--- src/tcpwm_regs.vh ---
// Register map, field positions and reset values of the three channel PWM and capture unit.
// Assumes inclusion by bare name from the design files of this block.
`ifndef TCPWM_REGS_VH
`define TCPWM_REGS_VH

// ****************************************************************
// Register offsets, byte addresses of aligned words
// ****************************************************************
`define TCPWM_CTRL_OFS      6'h00
`define TCPWM_MAIN_PER_OFS  6'h04
`define TCPWM_OFFSET_OFS    6'h08
`define TCPWM_AUX_PER_OFS   6'h0C
`define TCPWM_CMP0_OFS      6'h10
`define TCPWM_CMP1_OFS      6'h14
`define TCPWM_CMP2_OFS      6'h18
`define TCPWM_AUX_CMP_OFS   6'h1C
`define TCPWM_PASSIVE_OFS   6'h20
`define TCPWM_OUTCTL_OFS    6'h24
`define TCPWM_STATUS_OFS    6'h28
`define TCPWM_MASK_OFS      6'h2C
`define TCPWM_MAIN_CNT_OFS  6'h30
`define TCPWM_AUX_CNT_OFS   6'h34
`define TCPWM_CAP0_OFS      6'h38
`define TCPWM_CAP1_OFS      6'h3C
`define TCPWM_CAP2_OFS      6'h40

// ****************************************************************
// Control register fields
// ****************************************************************
`define TCPWM_CTRL_MAIN_RUN   0
`define TCPWM_CTRL_AUX_RUN    1
`define TCPWM_CTRL_CENTER     2
`define TCPWM_CTRL_MPRE_LO    4
`define TCPWM_CTRL_MPRE_HI    6
`define TCPWM_CTRL_APRE_LO    8
`define TCPWM_CTRL_APRE_HI    10
`define TCPWM_CTRL_CAP_LO     12
`define TCPWM_CTRL_CAP_HI     14
`define TCPWM_CTRL_RISE       16
`define TCPWM_CTRL_FALL       17
`define TCPWM_CTRL_W          18

// ****************************************************************
// Output control fields
// ****************************************************************
`define TCPWM_OC_MOD_LO   0
`define TCPWM_OC_MOD_HI   5
`define TCPWM_OC_EXT_LO   6
`define TCPWM_OC_EXT_HI   11
`define TCPWM_OC_AUX_INV  12
`define TCPWM_OC_AUX_EN   13
`define TCPWM_OC_BLOCK    14
`define TCPWM_OC_HALL     15
`define TCPWM_OC_W        16

// ****************************************************************
// Status bits: 0..2 capture, 3 main period, 4 aux period, 5 hall change
// ****************************************************************
`define TCPWM_ST_MPER   3
`define TCPWM_ST_APER   4
`define TCPWM_ST_HALL   5
`define TCPWM_ST_W      6

`define TCPWM_ZERO16    16'h0000
`define TCPWM_ZERO10    10'h000
`define TCPWM_ONE16     16'h0001
`define TCPWM_ONE10     10'h001

`endif

--- src/tcpwm_prescaler.v ---
// Rate divider giving one-cycle count enables from the full clock down to clock over 128.
// Assumes a synchronous run input and a three bit rate select.
`timescale 1ns/1ps

module tcpwm_prescaler
(
	// Clock and reset.
	input  wire       clk,
	input  wire       reset,
	// Control.
	input  wire       run,
	input  wire [2:0] rate_sel,
	// Enable out.
	output reg        tick_r
);

	reg  [6:0] div_r;
	wire [6:0] div_nxt;
	wire [6:0] lim;

	assign lim     = (7'h01 << rate_sel) - 7'h01;
	assign div_nxt = (div_r >= lim) ? 7'h00 : div_r + 7'h01;

	always @(posedge clk or posedge reset)
	begin
		if (reset)
		begin
			div_r  <= 7'h00;
			tick_r <= 1'b0;
		end
		else if (!run)
		begin
			div_r  <= 7'h00;
			tick_r <= 1'b0;
		end
		else
		begin
			div_r  <= div_nxt;
			tick_r <= (div_r >= lim);
		end
	end

endmodule // tcpwm_prescaler

--- src/tcpwm_top.v ---
// Three channel PWM and capture unit with a main 16-bit and an auxiliary 10-bit timer.
// Assumes an Avalon-MM master, pins synchronous to clk, and a prescaler module.
`timescale 1ns/1ps
`include "tcpwm_regs.vh"

// Summary of operation
// - Three 16-bit capture/compare channels on main timer, one 10-bit compare on aux.
// - Each 16-bit channel drives primary and secondary outputs, secondary edges moved by the edge offset.
// - Aux channel drives its own PWM output and can modulate channel outputs.
// - Aux channel is clocked by aux timer, drives the aux line and can gate the six channel outputs.
// - Both timers free-run at rates from clock down to clock over 128.
// - Edge aligned: count up, clear at period, outputs go passive then.
// - Edge aligned mode exists on both timers.
// - Center aligned: main timer counts up to period, then down, symmetric.
// - Center aligned: up match makes output active, down match makes passive.
// - Only the main timer supports center aligned counting.
// - Secondary outputs compare timer plus edge offset against compare value.
// - Main timer optional edge delay; aux timer edge aligned, no delay.
// - Capture copies main timer into channel capture register on programmed pin edge.
// - Block commutation pattern steered by main timer or sampled hall inputs.
// - Outputs combine with aux channel or external signals without CPU.
// - Edge aligned match sets output active; rollover returns it passive.
// - Passive level of every output is selectable per output in a register.
module tcpwm_top
#(
	parameter MW = 16,
	parameter AW = 10
)
(
	// Clock and reset.
	input  wire        clk,
	input  wire        reset,
	// Avalon-MM slave.
	input  wire [5:0]  avs_address,
	input  wire        avs_read,
	input  wire        avs_write,
	input  wire [31:0] avs_writedata,
	input  wire [3:0]  avs_byteenable,
	output reg  [31:0] avs_readdata,
	output reg         avs_waitrequest,
	// Capture pins and external gating signals.
	input  wire [2:0]  cap_in,
	input  wire [5:0]  ext_in,
	input  wire [2:0]  hall_in,
	// Outputs.
	output reg  [2:0]  primary_out_r,
	output reg  [2:0]  channel_secondary_output_r,
	output reg         aux_out_r,
	output reg         irq_r
);

	// ****************************************************************
	// Registers
	// ****************************************************************
	reg  [`TCPWM_CTRL_W-1:0] ctrl_r;
	reg  [MW-1:0] main_timer_period_value_r;
	reg  [MW-1:0] edge_offset_value_r;
	reg  [AW-1:0] aux_period_r;
	reg  [MW-1:0] cmp_r [0:2];
	reg  [AW-1:0] aux_cmp_r;
	reg  [6:0]    passive_level_select_r;
	reg  [`TCPWM_OC_W-1:0] outctl_r;
	reg  [`TCPWM_ST_W-1:0] status_r;
	reg  [`TCPWM_ST_W-1:0] mask_r;
	reg  [MW-1:0] cap_r [0:2];
	reg  [MW-1:0] main_pwm_timer_r;
	reg  [AW-1:0] aux_pwm_timer_r;
	reg           down_r;
	reg  [2:0]    pri_act_r;
	reg  [2:0]    sec_act_r;
	reg           aux_act_r;
	reg  [2:0]    cap_d_r;
	reg  [2:0]    hall_d_r;
	reg           ack_r;
	reg           pins_ok_r;

	wire main_tick;
	wire aux_tick;
	wire center = ctrl_r[`TCPWM_CTRL_CENTER];

	// ****************************************************************
	// Byte lane merge
	// ****************************************************************
	function [31:0] be_merge;
		input [31:0] old;
		input [31:0] wd;
		input [3:0]  be;
		integer k;
		begin
			be_merge = old;
			for (k = 0; k < 4; k = k + 1)
				if (be[k])
					be_merge[k*8 +: 8] = wd[k*8 +: 8];
		end
	endfunction

	// ****************************************************************
	// Prescalers
	// ****************************************************************
	tcpwm_prescaler u_main_pre
	(
		.clk      (clk),
		.reset    (reset),
		.run      (ctrl_r[`TCPWM_CTRL_MAIN_RUN]),
		.rate_sel (ctrl_r[`TCPWM_CTRL_MPRE_HI:`TCPWM_CTRL_MPRE_LO]),
		.tick_r   (main_tick)
	);

	tcpwm_prescaler u_aux_pre
	(
		.clk      (clk),
		.reset    (reset),
		.run      (ctrl_r[`TCPWM_CTRL_AUX_RUN]),
		.rate_sel (ctrl_r[`TCPWM_CTRL_APRE_HI:`TCPWM_CTRL_APRE_LO]),
		.tick_r   (aux_tick)
	);

	// ****************************************************************
	// Main timer
	// ****************************************************************
	wire main_at_per = (main_pwm_timer_r == main_timer_period_value_r);
	wire main_at_zero = (main_pwm_timer_r == `TCPWM_ZERO16);
	wire main_wrap = main_tick && !center && main_at_per;
	wire main_turn = main_tick && center && !down_r && main_at_per;
	wire main_bottom = main_tick && center && down_r && main_at_zero;
	wire [MW-1:0] main_inc = main_at_per ? `TCPWM_ZERO16 : main_pwm_timer_r + `TCPWM_ONE16;

	always @(posedge clk or posedge reset)
	begin
		if (reset)
		begin
			main_pwm_timer_r <= `TCPWM_ZERO16;
			down_r           <= 1'b0;
		end
		else if (main_tick)
		begin
			if (!center)
			begin
				down_r <= 1'b0;
				main_pwm_timer_r <= main_inc;
			end
			else if (!down_r)
			begin
				if (main_at_per)
				begin
					down_r <= 1'b1;
					main_pwm_timer_r <= main_pwm_timer_r - `TCPWM_ONE16;
				end
				else
					main_pwm_timer_r <= main_pwm_timer_r + `TCPWM_ONE16;
			end
			else if (main_at_zero)
			begin
				down_r <= 1'b0;
				main_pwm_timer_r <= `TCPWM_ONE16;
			end
			else
				main_pwm_timer_r <= main_pwm_timer_r - `TCPWM_ONE16;
		end
	end

	// ****************************************************************
	// Auxiliary timer, edge aligned only
	// ****************************************************************
	wire aux_wrap = aux_tick && (aux_pwm_timer_r == aux_period_r);
	wire [AW-1:0] aux_inc = (aux_pwm_timer_r == aux_period_r) ? `TCPWM_ZERO10
		: aux_pwm_timer_r + `TCPWM_ONE10;

	always @(posedge clk or posedge reset)
	begin
		if (reset)
			aux_pwm_timer_r <= `TCPWM_ZERO10;
		else if (aux_tick)
			aux_pwm_timer_r <= aux_inc;
	end

	// The aux channel has no offset path at all, so it can never gain a delayed edge.
	always @(posedge clk or posedge reset)
	begin
		if (reset)
			aux_act_r <= 1'b0;
		else if (aux_tick && aux_inc == aux_cmp_r)
			aux_act_r <= 1'b1;
		else if (aux_wrap)
			aux_act_r <= 1'b0;
	end

	// ****************************************************************
	// Channel compare and capture
	// ****************************************************************
	wire [MW-1:0] main_ref = center ? main_pwm_timer_r : main_inc;
	wire [MW-1:0] shifted = main_ref + edge_offset_value_r;
	wire [2:0] cap_rise = {3{pins_ok_r}} & cap_in & ~cap_d_r;
	wire [2:0] cap_fall = {3{pins_ok_r}} & ~cap_in & cap_d_r;
	wire [2:0] cap_ev;

	genvar g;
	generate
		for (g = 0; g < 3; g = g + 1)
		begin : g_ch
			wire is_cap = ctrl_r[`TCPWM_CTRL_CAP_LO + g];
			wire pm = main_tick && (main_ref == cmp_r[g]);
			wire sm = main_tick && (shifted == cmp_r[g]);
			assign cap_ev[g] = is_cap && ((ctrl_r[`TCPWM_CTRL_RISE] && cap_rise[g]) ||
				(ctrl_r[`TCPWM_CTRL_FALL] && cap_fall[g]));

			always @(posedge clk or posedge reset)
			begin
				if (reset)
				begin
					pri_act_r[g] <= 1'b0;
					sec_act_r[g] <= 1'b0;
					cap_r[g]     <= `TCPWM_ZERO16;
				end
				else
				begin
					if (cap_ev[g])
						cap_r[g] <= main_pwm_timer_r;
					if (is_cap)
					begin
						pri_act_r[g] <= 1'b0;
						sec_act_r[g] <= 1'b0;
					end
					else
					begin
						// A match on the wrap beats the clear, so compare zero gives full duty.
						if (pm)
							pri_act_r[g] <= center ? !down_r : 1'b1;
						else if (main_wrap)
							pri_act_r[g] <= 1'b0;
						if (sm)
							sec_act_r[g] <= center ? !down_r : 1'b1;
						else if (main_wrap)
							sec_act_r[g] <= 1'b0;
					end
				end
			end
		end
	endgenerate

	// ****************************************************************
	// Output control and passive levels
	// ****************************************************************
	wire aux_mod = aux_act_r ^ outctl_r[`TCPWM_OC_AUX_INV];
	wire [5:0] raw = {sec_act_r, pri_act_r};
	wire [5:0] hall_pat = {hall_d_r, hall_d_r};
	wire [5:0] blk_pat = outctl_r[`TCPWM_OC_HALL] ? hall_pat : {pri_act_r, pri_act_r};
	wire [5:0] base = outctl_r[`TCPWM_OC_BLOCK] ? (raw & blk_pat) : raw;
	wire [5:0] gate_aux = outctl_r[`TCPWM_OC_MOD_HI:`TCPWM_OC_MOD_LO];
	wire [5:0] gate_ext = outctl_r[`TCPWM_OC_EXT_HI:`TCPWM_OC_EXT_LO];
	wire [5:0] act = base & (~gate_aux | {6{aux_mod}}) & (~gate_ext | ext_in);

	always @(posedge clk or posedge reset)
	begin
		if (reset)
		begin
			primary_out_r              <= 3'h0;
			channel_secondary_output_r <= 3'h0;
			aux_out_r                  <= 1'b0;
			cap_d_r                    <= 3'h0;
			hall_d_r                   <= 3'h0;
			pins_ok_r                  <= 1'b0;
		end
		else
		begin
			primary_out_r              <= act[2:0] ^ passive_level_select_r[2:0];
			channel_secondary_output_r <= act[5:3] ^ passive_level_select_r[5:3];
			aux_out_r <= (aux_act_r & outctl_r[`TCPWM_OC_AUX_EN]) ^ passive_level_select_r[6];
			cap_d_r                    <= cap_in;
			hall_d_r                   <= hall_in;
			pins_ok_r                  <= 1'b1;
		end
	end

	// ****************************************************************
	// Register bus and interrupts
	// ****************************************************************
	wire       wr = avs_write && !avs_waitrequest;
	wire [5:0] ev = {pins_ok_r && (hall_in != hall_d_r), aux_wrap, main_wrap | main_bottom, cap_ev};
	wire [31:0] st_w1c = be_merge(32'h0000_0000, avs_writedata, avs_byteenable);
	wire [31:0] ctrl_mrg = be_merge({14'h0000, ctrl_r}, avs_writedata, avs_byteenable);
	reg  [31:0] rd_nxt;

	always @*
	begin
		case (avs_address)
			`TCPWM_CTRL_OFS:     rd_nxt = {14'h0000, ctrl_r};
			`TCPWM_MAIN_PER_OFS: rd_nxt = {16'h0000, main_timer_period_value_r};
			`TCPWM_OFFSET_OFS:   rd_nxt = {16'h0000, edge_offset_value_r};
			`TCPWM_AUX_PER_OFS:  rd_nxt = {22'h000000, aux_period_r};
			`TCPWM_CMP0_OFS:     rd_nxt = {16'h0000, cmp_r[0]};
			`TCPWM_CMP1_OFS:     rd_nxt = {16'h0000, cmp_r[1]};
			`TCPWM_CMP2_OFS:     rd_nxt = {16'h0000, cmp_r[2]};
			`TCPWM_AUX_CMP_OFS:  rd_nxt = {22'h000000, aux_cmp_r};
			`TCPWM_PASSIVE_OFS:  rd_nxt = {25'h0000000, passive_level_select_r};
			`TCPWM_OUTCTL_OFS:   rd_nxt = {16'h0000, outctl_r};
			`TCPWM_STATUS_OFS:   rd_nxt = {26'h0000000, status_r};
			`TCPWM_MASK_OFS:     rd_nxt = {26'h0000000, mask_r};
			`TCPWM_MAIN_CNT_OFS: rd_nxt = {16'h0000, main_pwm_timer_r};
			`TCPWM_AUX_CNT_OFS:  rd_nxt = {22'h000000, aux_pwm_timer_r};
			`TCPWM_CAP0_OFS:     rd_nxt = {16'h0000, cap_r[0]};
			`TCPWM_CAP1_OFS:     rd_nxt = {16'h0000, cap_r[1]};
			`TCPWM_CAP2_OFS:     rd_nxt = {16'h0000, cap_r[2]};
			default:             rd_nxt = 32'h0000_0000;
		endcase
	end

	// One wait state per access keeps read data registered at the sampling edge.
	always @(posedge clk or posedge reset)
	begin
		if (reset)
		begin
			ack_r           <= 1'b0;
			avs_waitrequest <= 1'b1;
			avs_readdata    <= 32'h0000_0000;
			irq_r           <= 1'b0;
			status_r        <= 6'h00;
			mask_r          <= 6'h00;
			ctrl_r          <= 18'h00000;
			main_timer_period_value_r <= `TCPWM_ZERO16;
			edge_offset_value_r <= `TCPWM_ZERO16;
			aux_period_r    <= `TCPWM_ZERO10;
			cmp_r[0]        <= `TCPWM_ZERO16;
			cmp_r[1]        <= `TCPWM_ZERO16;
			cmp_r[2]        <= `TCPWM_ZERO16;
			aux_cmp_r       <= `TCPWM_ZERO10;
			passive_level_select_r <= 7'h00;
			outctl_r        <= 16'h0000;
		end
		else
		begin
			ack_r           <= (avs_read || avs_write) && !ack_r;
			avs_waitrequest <= !((avs_read || avs_write) && !ack_r);
			if (avs_read && !ack_r)
				avs_readdata <= rd_nxt;
			// Set wins over a simultaneous write-one clear.
			if (wr && avs_address == `TCPWM_STATUS_OFS)
				status_r <= (status_r & ~st_w1c[5:0]) | ev;
			else
				status_r <= status_r | ev;
			irq_r <= |(status_r & mask_r);
			if (wr)
			begin
				case (avs_address)
				`TCPWM_CTRL_OFS:
					ctrl_r <= ctrl_mrg[`TCPWM_CTRL_W-1:0];
				`TCPWM_MAIN_PER_OFS:
					main_timer_period_value_r <= avs_writedata[15:0];
				`TCPWM_OFFSET_OFS:
					edge_offset_value_r <= avs_writedata[15:0];
				`TCPWM_AUX_PER_OFS:  aux_period_r <= avs_writedata[9:0];
				`TCPWM_CMP0_OFS:     cmp_r[0] <= avs_writedata[15:0];
				`TCPWM_CMP1_OFS:     cmp_r[1] <= avs_writedata[15:0];
				`TCPWM_CMP2_OFS:     cmp_r[2] <= avs_writedata[15:0];
				`TCPWM_AUX_CMP_OFS:  aux_cmp_r <= avs_writedata[9:0];
				`TCPWM_PASSIVE_OFS:  passive_level_select_r <= avs_writedata[6:0];
				`TCPWM_OUTCTL_OFS:   outctl_r <= avs_writedata[15:0];
				`TCPWM_MASK_OFS:     mask_r <= avs_writedata[5:0];
				default:             ;
				endcase
			end
		end
	end

endmodule // tcpwm_top
--- config.mk ---
export PLATFORM = sky130hd
export DESIGN_NAME = tcpwm_top
export DESIGN_NICKNAME = d
export VERILOG_FILES = /design/src/tcpwm_prescaler.v /design/src/tcpwm_top.v
export VERILOG_INCLUDE_DIRS = /design/src
export SDC_FILE = /design/constraint.sdc
export NUM_CORES = 1
export LEC_CHECK = 0
export BUFFER_PORTS_ARGS = -buffer_cell sky130_fd_sc_hd__buf_4
export CAP_MARGIN = 20
export CORE_AREA = 2 2 279 143
export CTS_CLUSTER_DIAMETER = 50
export DETAILED_ROUTE_END_ITERATION = 6
export DIE_AREA = 0 0 281 145
export HOLD_SLACK_MARGIN = 0.12
export PLACE_DENSITY = 0.73
export SLEW_MARGIN = 0
export SYNTH_ARGS = -nofsm -noshare
export SYNTH_HDL_FRONTEND = slang
export SYNTH_SLANG_ARGS = --single-unit
export TNS_END_PERCENT = 5
--- constraint.sdc ---
create_clock -name clk -period 11.3 [get_ports clk]
set_clock_uncertainty 0.2 [all_clocks]
set_input_delay 2.26 -clock clk [delete_from_list [all_inputs] [get_ports clk]]
set_output_delay 2.26 -clock clk [all_outputs]
set_load 0.02 [all_outputs]
## Word level (Yosys, flattened, before mapping)

Cells that the tools add are included.
W data, S select, Z words.

- Register bits: 284
- Bits in latches: 0
- RAM bits: 0
- Bits in read-only memories: 0
- Input port bits: 58
- Output and inout bits: 41
- Word-level logic and storage cells: 198
- Memories kept: 0

- Add/subtract/negate cells: 8
- Multiply operators: 0
- Div/mod/pow operators: 0
- $lt $le $gt $ge: 2
- Equal/unequal tests: 25
- Shift operators: 2
- Mux-type cells: 38
- Bitwise gates (word level): 24
- Reductions and logical operators: 59

Operators with widths:

| kind | count |
|---|---|
| $pmux W18 S16 | 1 |
| $eq A16 B16 Y1 | 7 |
| $mux W16 | 6 |
| $eq A6 B6 Y1 const B | 8 |
| $and A6 B6 Y6 | 5 |
| $mux W7 | 4 |
| $logic_and A1 B1 Y1 | 27 |
| $eq A6 B5 Y1 const B | 4 |
| $mux W6 | 4 |
| $or A6 B6 Y6 | 4 |
| $mux W1 | 22 |
| $eq A10 B10 Y1 | 2 |
| $reduce_and A2 Y1 | 10 |
| $not A6 Y6 | 3 |
| $reduce_bool A3 Y1 | 6 |
| $add A16 B1 Y16 const B | 1 |
| $add A16 B16 Y16 | 1 |
| $logic_not A16 Y1 | 1 |
| $sub A16 B1 Y16 const B | 1 |
| $add A7 B1 Y7 const B | 2 |
| $ge A7 B7 Y1 | 2 |
| $shl A1 B3 Y7 const A | 2 |
| $sub A7 B1 Y7 const B | 2 |
| $and A3 B3 Y3 | 4 |
| other kinds (16) | 29 |

## Longest topological paths before layout

- Depth in word-level cells: 8
- Mapped depth: 22
- Mapped depth without buffers: 17

## Cells and area by module

A second synthesis with hierarchy kept.

- Cell total of the unflattened synthesis: 1874
- Area, all modules: 17882.2 µm²

By module, submodules not included:

| module | times used | cells an instance | area an instance (µm²) | seq. area each (µm²) |
|---|---|---|---|---|
| tcpwm_top | 1 | 1768 | 16756.1 | 6357.3 |
| tcpwm_prescaler | 2 | 53 | 563.0 | 200.2 |

## Least setup slack after synthesis

No wires, ideal clock.

- Path kind: register to register
- From: register main_pwm_timer_r[0]
- To: register sec_act_r[0] (netlist: raw[3])
- Setup time: 0.079 ns
- Data arrival time: 4.805 ns
- Required time: 11.021 ns
- Slack: 6.215 ns
- Stages on the path, launching flop included: 22
- Path buffers: 5
- Clock period less this slack: 5.085 ns
- Cells stage by stage: dfrtp_1 > clkbuf_1 > xor2_1 > nor4_1 > and4_1 > buf_2 > buf_2 > clkbuf_1 > o21ai_0 > nand2_1 > o21ai_0 > ha_1 > buf_4 > xor2_1 > mux2_2 > a2111oi_0 > nand4_1 > nor4_1 > nand4_1 > or4_1 > nor4_1 > mux2i_1

- Longest elaborated chain between the ends: 8
- Elaborated cells between the ends (all ways): 11
- Classes of those cells: add/sub: 2; eq/ne: 2; mux: 4; reduce/logical: 3

Ends and longest elaborated chain:

| what | RTL line | text |
|---|---|---|
| from (decl) | tcpwm_top.v:66 | `reg [MW-1:0] main_pwm_timer_r;` |
| from (signal assigned) | tcpwm_top.v:132 | `` main_pwm_timer_r <= `TCPWM_ZERO16; `` |
| from (signal assigned) | tcpwm_top.v:140 | `main_pwm_timer_r <= main_inc;` |
| from (signal assigned) | tcpwm_top.v:147 | `` main_pwm_timer_r <= main_pwm_timer_r - `TCPWM_ONE16; `` |
| $add A16 B1 Y16 (no line) / $eq A16 B16 Y1 (equally long branches) | - |  |
| $mux W16 (no line) | - |  |
| $mux W16 | tcpwm_top.v:191 | `wire [MW-1:0] main_ref = center ? main_pwm_timer_r : main_inc;` |
| $add A16 B16 Y16 | tcpwm_top.v:192 | `wire [MW-1:0] shifted = main_ref + edge_offset_value_r;` |
| $eq A16 B16 Y1 | tcpwm_top.v:203 | `wire sm = main_tick && (shifted == cmp_r[g]);` |
| $logic_and A1 B1 Y1 | tcpwm_top.v:203 |  |
| $mux W1 | tcpwm_top.v:231 | `if (sm)` |
| $mux W1 | tcpwm_top.v:219 | `if (is_cap)` |
| to (signal, indexed assignment) | tcpwm_top.v:232 | `sec_act_r[g] <= center ? !down_r : 1'b1;` |
| to (decl) | tcpwm_top.v:70 | `reg [2:0] sec_act_r;` |

Several ways; a longest one is shown, not always the timed one.
A chain may end at the register's enable or synchronous reset.

## Final worst setup path

Same ends and word-level chain as after synthesis.

==> out/metrics.cfg <==
[status]
outcome = finished, violations left
violations = DRC

[clock_tree]
cts_made_buffers = 27
cts_hold_buf = 0
clk_latency_ns = 0.60
clk_pin_slew_ns = 0.07
cts_tree = done
cts_setup_buffers = 0
cts_max_path_buffers = 3
cts_resized = 0
clock-sinks = 270
root_buffer = clkbuf_16
htreeDepth = 1

[detailed_routing]
drtIter0Drc = 2978
wire_per_inst_um = 31.6
vias = 16700
via_per_inst = 6.91
drtAntennaViolNets = 0
firstDrtPassIters = 7
route.detailed.drc = 2
wirelength_mm = 76.4

[sta]
final-setup-viol-count = 0
post-route-period-util = 0.621
max_slew_margin = 0.161
rsz0062_at_grt = false
final.min_clock_period_ns = 7.02
fin_setup_tns_ns = 0
max_freq_mhz = 142
final-hold-violation-count = 0
finalMaxSlewViolations = 0
tightest_slew_ns = 1.26

[die]
design.core.area_mm2 = 0.0384
die-area_mm2 = 0.0407
initial_core_util = 0.464
die_x_um = 281
dieHeight_um = 145
pin_count = 99
rows = 51

[layout]
nets = 1962
final_area_mm2 = 0.0195
multiInputGateArea_mm2 = 0.0102
mostFrequentLayoutCells = dfrtp_1, mux2_2, nand2_1
fillers = 3502
regArea_mm2 = 0.00676
mostFrequentLayoutCell = dfrtp_1
drive_above_1_share = 0.192
synthToLayoutAreaGrowth_pct = 9.92

[worst_hold_path]
hold_depth = 1
hold_path.class = reg2reg
worstHoldStart = u_aux_pre.div_r[0]$_DFF_PP0_
hold_end = u_aux_pre.div_r[0]$_DFF_PP0_

[setup_path]
cp_cell_sequence = buf_4, ha_1, nand2_1, nor4_1, xnor2_1, or2_2, o21ai_0, ha_1, a21o_1, and3_1, a2111oi_0, nand4_1, nor4_1, nand4_1, or4_1, nor4_1, mux2i_1
r2r-start = main_pwm_timer_r[0]$_DFFE_PP0P_
cpMostUsedCell = nor4_1
worstSetupPathType = reg2reg
reg2reg_depth = 17
cp.arrival_ns = 7.34
end_kind = flip-flop
rr_endpoint = raw[3]$_DFFE_PP0P_
slowest_delay_ns = 0.65
crit_required_ns = 11.62
ff2ff_setup_slack_ns = 4.28
cpMaxStageDelayCell = ha_1
cp-start-kind = flip-flop
critical_path.max_fanout = 21

[grt]
grt_pass1_wl_mm = 110
overflow = 0
grt_pass1_vias = 15200
antenna_found_initial = 4
gr-usage-all-layers = 0.371
grt_max_degree = 176

[yosys]
synth_seq_cells = 270
ys_types = 72
seq_area_frac_synth = 0.380
syn_avg_cell_area_um2 = 9.42
synthFlopType = dfrtp_1
yosysWarningCount = 0
synth_cells = 1888
async_flop_share = 1.00
syn_area_mm2 = 0.0178
synth-edff-count = 0

[flow_run]
max-cap-violations = 0

[placed_design]
placed_area_mm2 = 0.0187
gp_congestion = 1.04
post-dp-hpwl_mm = 56.7
portBuffers = 69

[power]
power_density_mw_per_mm2 = 153
leakage_nw = 8.70
ir_worst_vdd_mv = 0.118

-- how the worst max path moves through the flow --
stage | startpoint | end | depth (start not counted)
global route | main_pwm_timer_r[0]$_DFFE_PP0P_ | raw[3]$_DFFE_PP0P_ | 17
detailed placement | main_pwm_timer_r[0]$_DFFE_PP0P_ | raw[3]$_DFFE_PP0P_ | 17
finish | main_pwm_timer_r[0]$_DFFE_PP0P_ | raw[3]$_DFFE_PP0P_ | 17
CTS | main_pwm_timer_r[0]$_DFFE_PP0P_ | raw[3]$_DFFE_PP0P_ | 17
floorplan | reset | ack_r$_DFF_PP0_ | 1
global placement | main_pwm_timer_r[14]$_DFFE_PP0P_ | raw[5]$_DFFE_PP0P_ | 17
-- sequential cells by signal (all words and copies together) (netlist names), 16 cells and up --
register	cells
avs_readdata	18
cap_r	32
cmp_r	48
ctrl_r	18
edge_offset_value_r	16
main_pwm_timer_r	16
main_timer_period_value_r	16
outctl_r	16
-- final cells by class --
| cell class | instances | area share |
|---|---|---|
| Clock inverter | 14 | 0.00647 |
| Inverter | 47 | 0.00941 |
| Antenna cell | 1 | 0.000128 |
| Timing Repair Buffer | 115 | 0.0448 |
| Tap cell | 530 | 0.0339 |
| Multi-Input combinational cell | 1405 | 0.521 |
| Sequential cell | 270 | 0.346 |
| Clock buffer | 35 | 0.0387 |
-- critical path, delay by kind of cell, from the launching register on --
kind	cells	cell delay (ns)
adders and majority gates	2	1.17
DFF	1	0.32
and+or+nand+nor	9	3.34
buffers and inverters	1	0.36
AOI/OAI and AO/OA	3	0.97
muxes	1	0.24
xor gates and xnor gates	1	0.33
-- Yosys cell counts (12+ instances only) --
master | number | area share
nand3_1 | 53 | 0.015
nor2b_1 | 12 | 0.0042
a31oi_1 | 12 | 0.0042
buf_2 | 15 | 0.0042
and3_1 | 28 | 0.0099
mux2i_1 | 17 | 0.0096
o32ai_1 | 13 | 0.0064
nor2_1 | 95 | 0.020
nor4_1 | 30 | 0.011
xnor2_1 | 90 | 0.044
buf_4 | 16 | 0.0068
o22ai_1 | 20 | 0.0070
inv_1 | 47 | 0.0099
a22oi_1 | 36 | 0.015
o21ai_0 | 80 | 0.023
mux2_2 | 181 | 0.11
a21oi_1 | 71 | 0.020
a221oi_1 | 49 | 0.024
nand3b_1 | 12 | 0.0051
a22o_1 | 55 | 0.027
dfrtp_1 | 269 | 0.38
ha_1 | 37 | 0.026
nand2_1 | 152 | 0.032
nor3_1 | 45 | 0.013
clkbuf_1 | 130 | 0.027
buf_1 | 18 | 0.0038
xor2_1 | 64 | 0.032
nand4_1 | 41 | 0.014
nand2b_1 | 20 | 0.0070
a21o_1 | 19 | 0.0080
o31ai_1 | 13 | 0.0055
-- logic make-up after synthesis --
group | Yosys count | synth area share
multiplexers | 198 | 0.124
AND/OR/NAND/NOR | 533 | 0.150
other | 2 | 0.000422
XOR/XNOR | 158 | 0.0806
adder cells (fa/ha/maj) | 38 | 0.0272
flip-flops | 270 | 0.380
buffers and inverters | 226 | 0.0521
AO/OA/AOI/OAI | 463 | 0.185
-- per-layer routing --
layer / global-route usage / vias up / routed length, µm
met1: 0.576 / 8284 / 33500
met4: 0.0543 / 4 / 1120
met3: 0.214 / 111 / 15200
met2: 0.430 / 1365 / 26400
met5: 0.0244 / - / 153
li1: - / 6928 / -
-- report_power, final --
part	internal [W]	switching, W	leakage, nW
Sequential	0.00103	0.000136	3.68
Clock	0.000483	0.000432	0.438
Combinational	0.000312	0.000603	4.58
-- metrics by stage --
step	worst slack, ns	util	total power [W]	std cells	hold slack (ns)
2_1_floorplan	1.40	-	0.00168	1901	0.242
3_3_place_gp	4.67	0.486	0.00202	2366	0.250
3_5_place_dp	4.76	0.487	0.00203	2367	0.277
4_1_cts	4.71	0.510	0.00293	2416	0.286
5_1_grt	4.11	0.510	0.00308	2416	0.320
6_report	4.28	0.510	0.00300	2417	0.279
(Power assumes the default switching activity.)
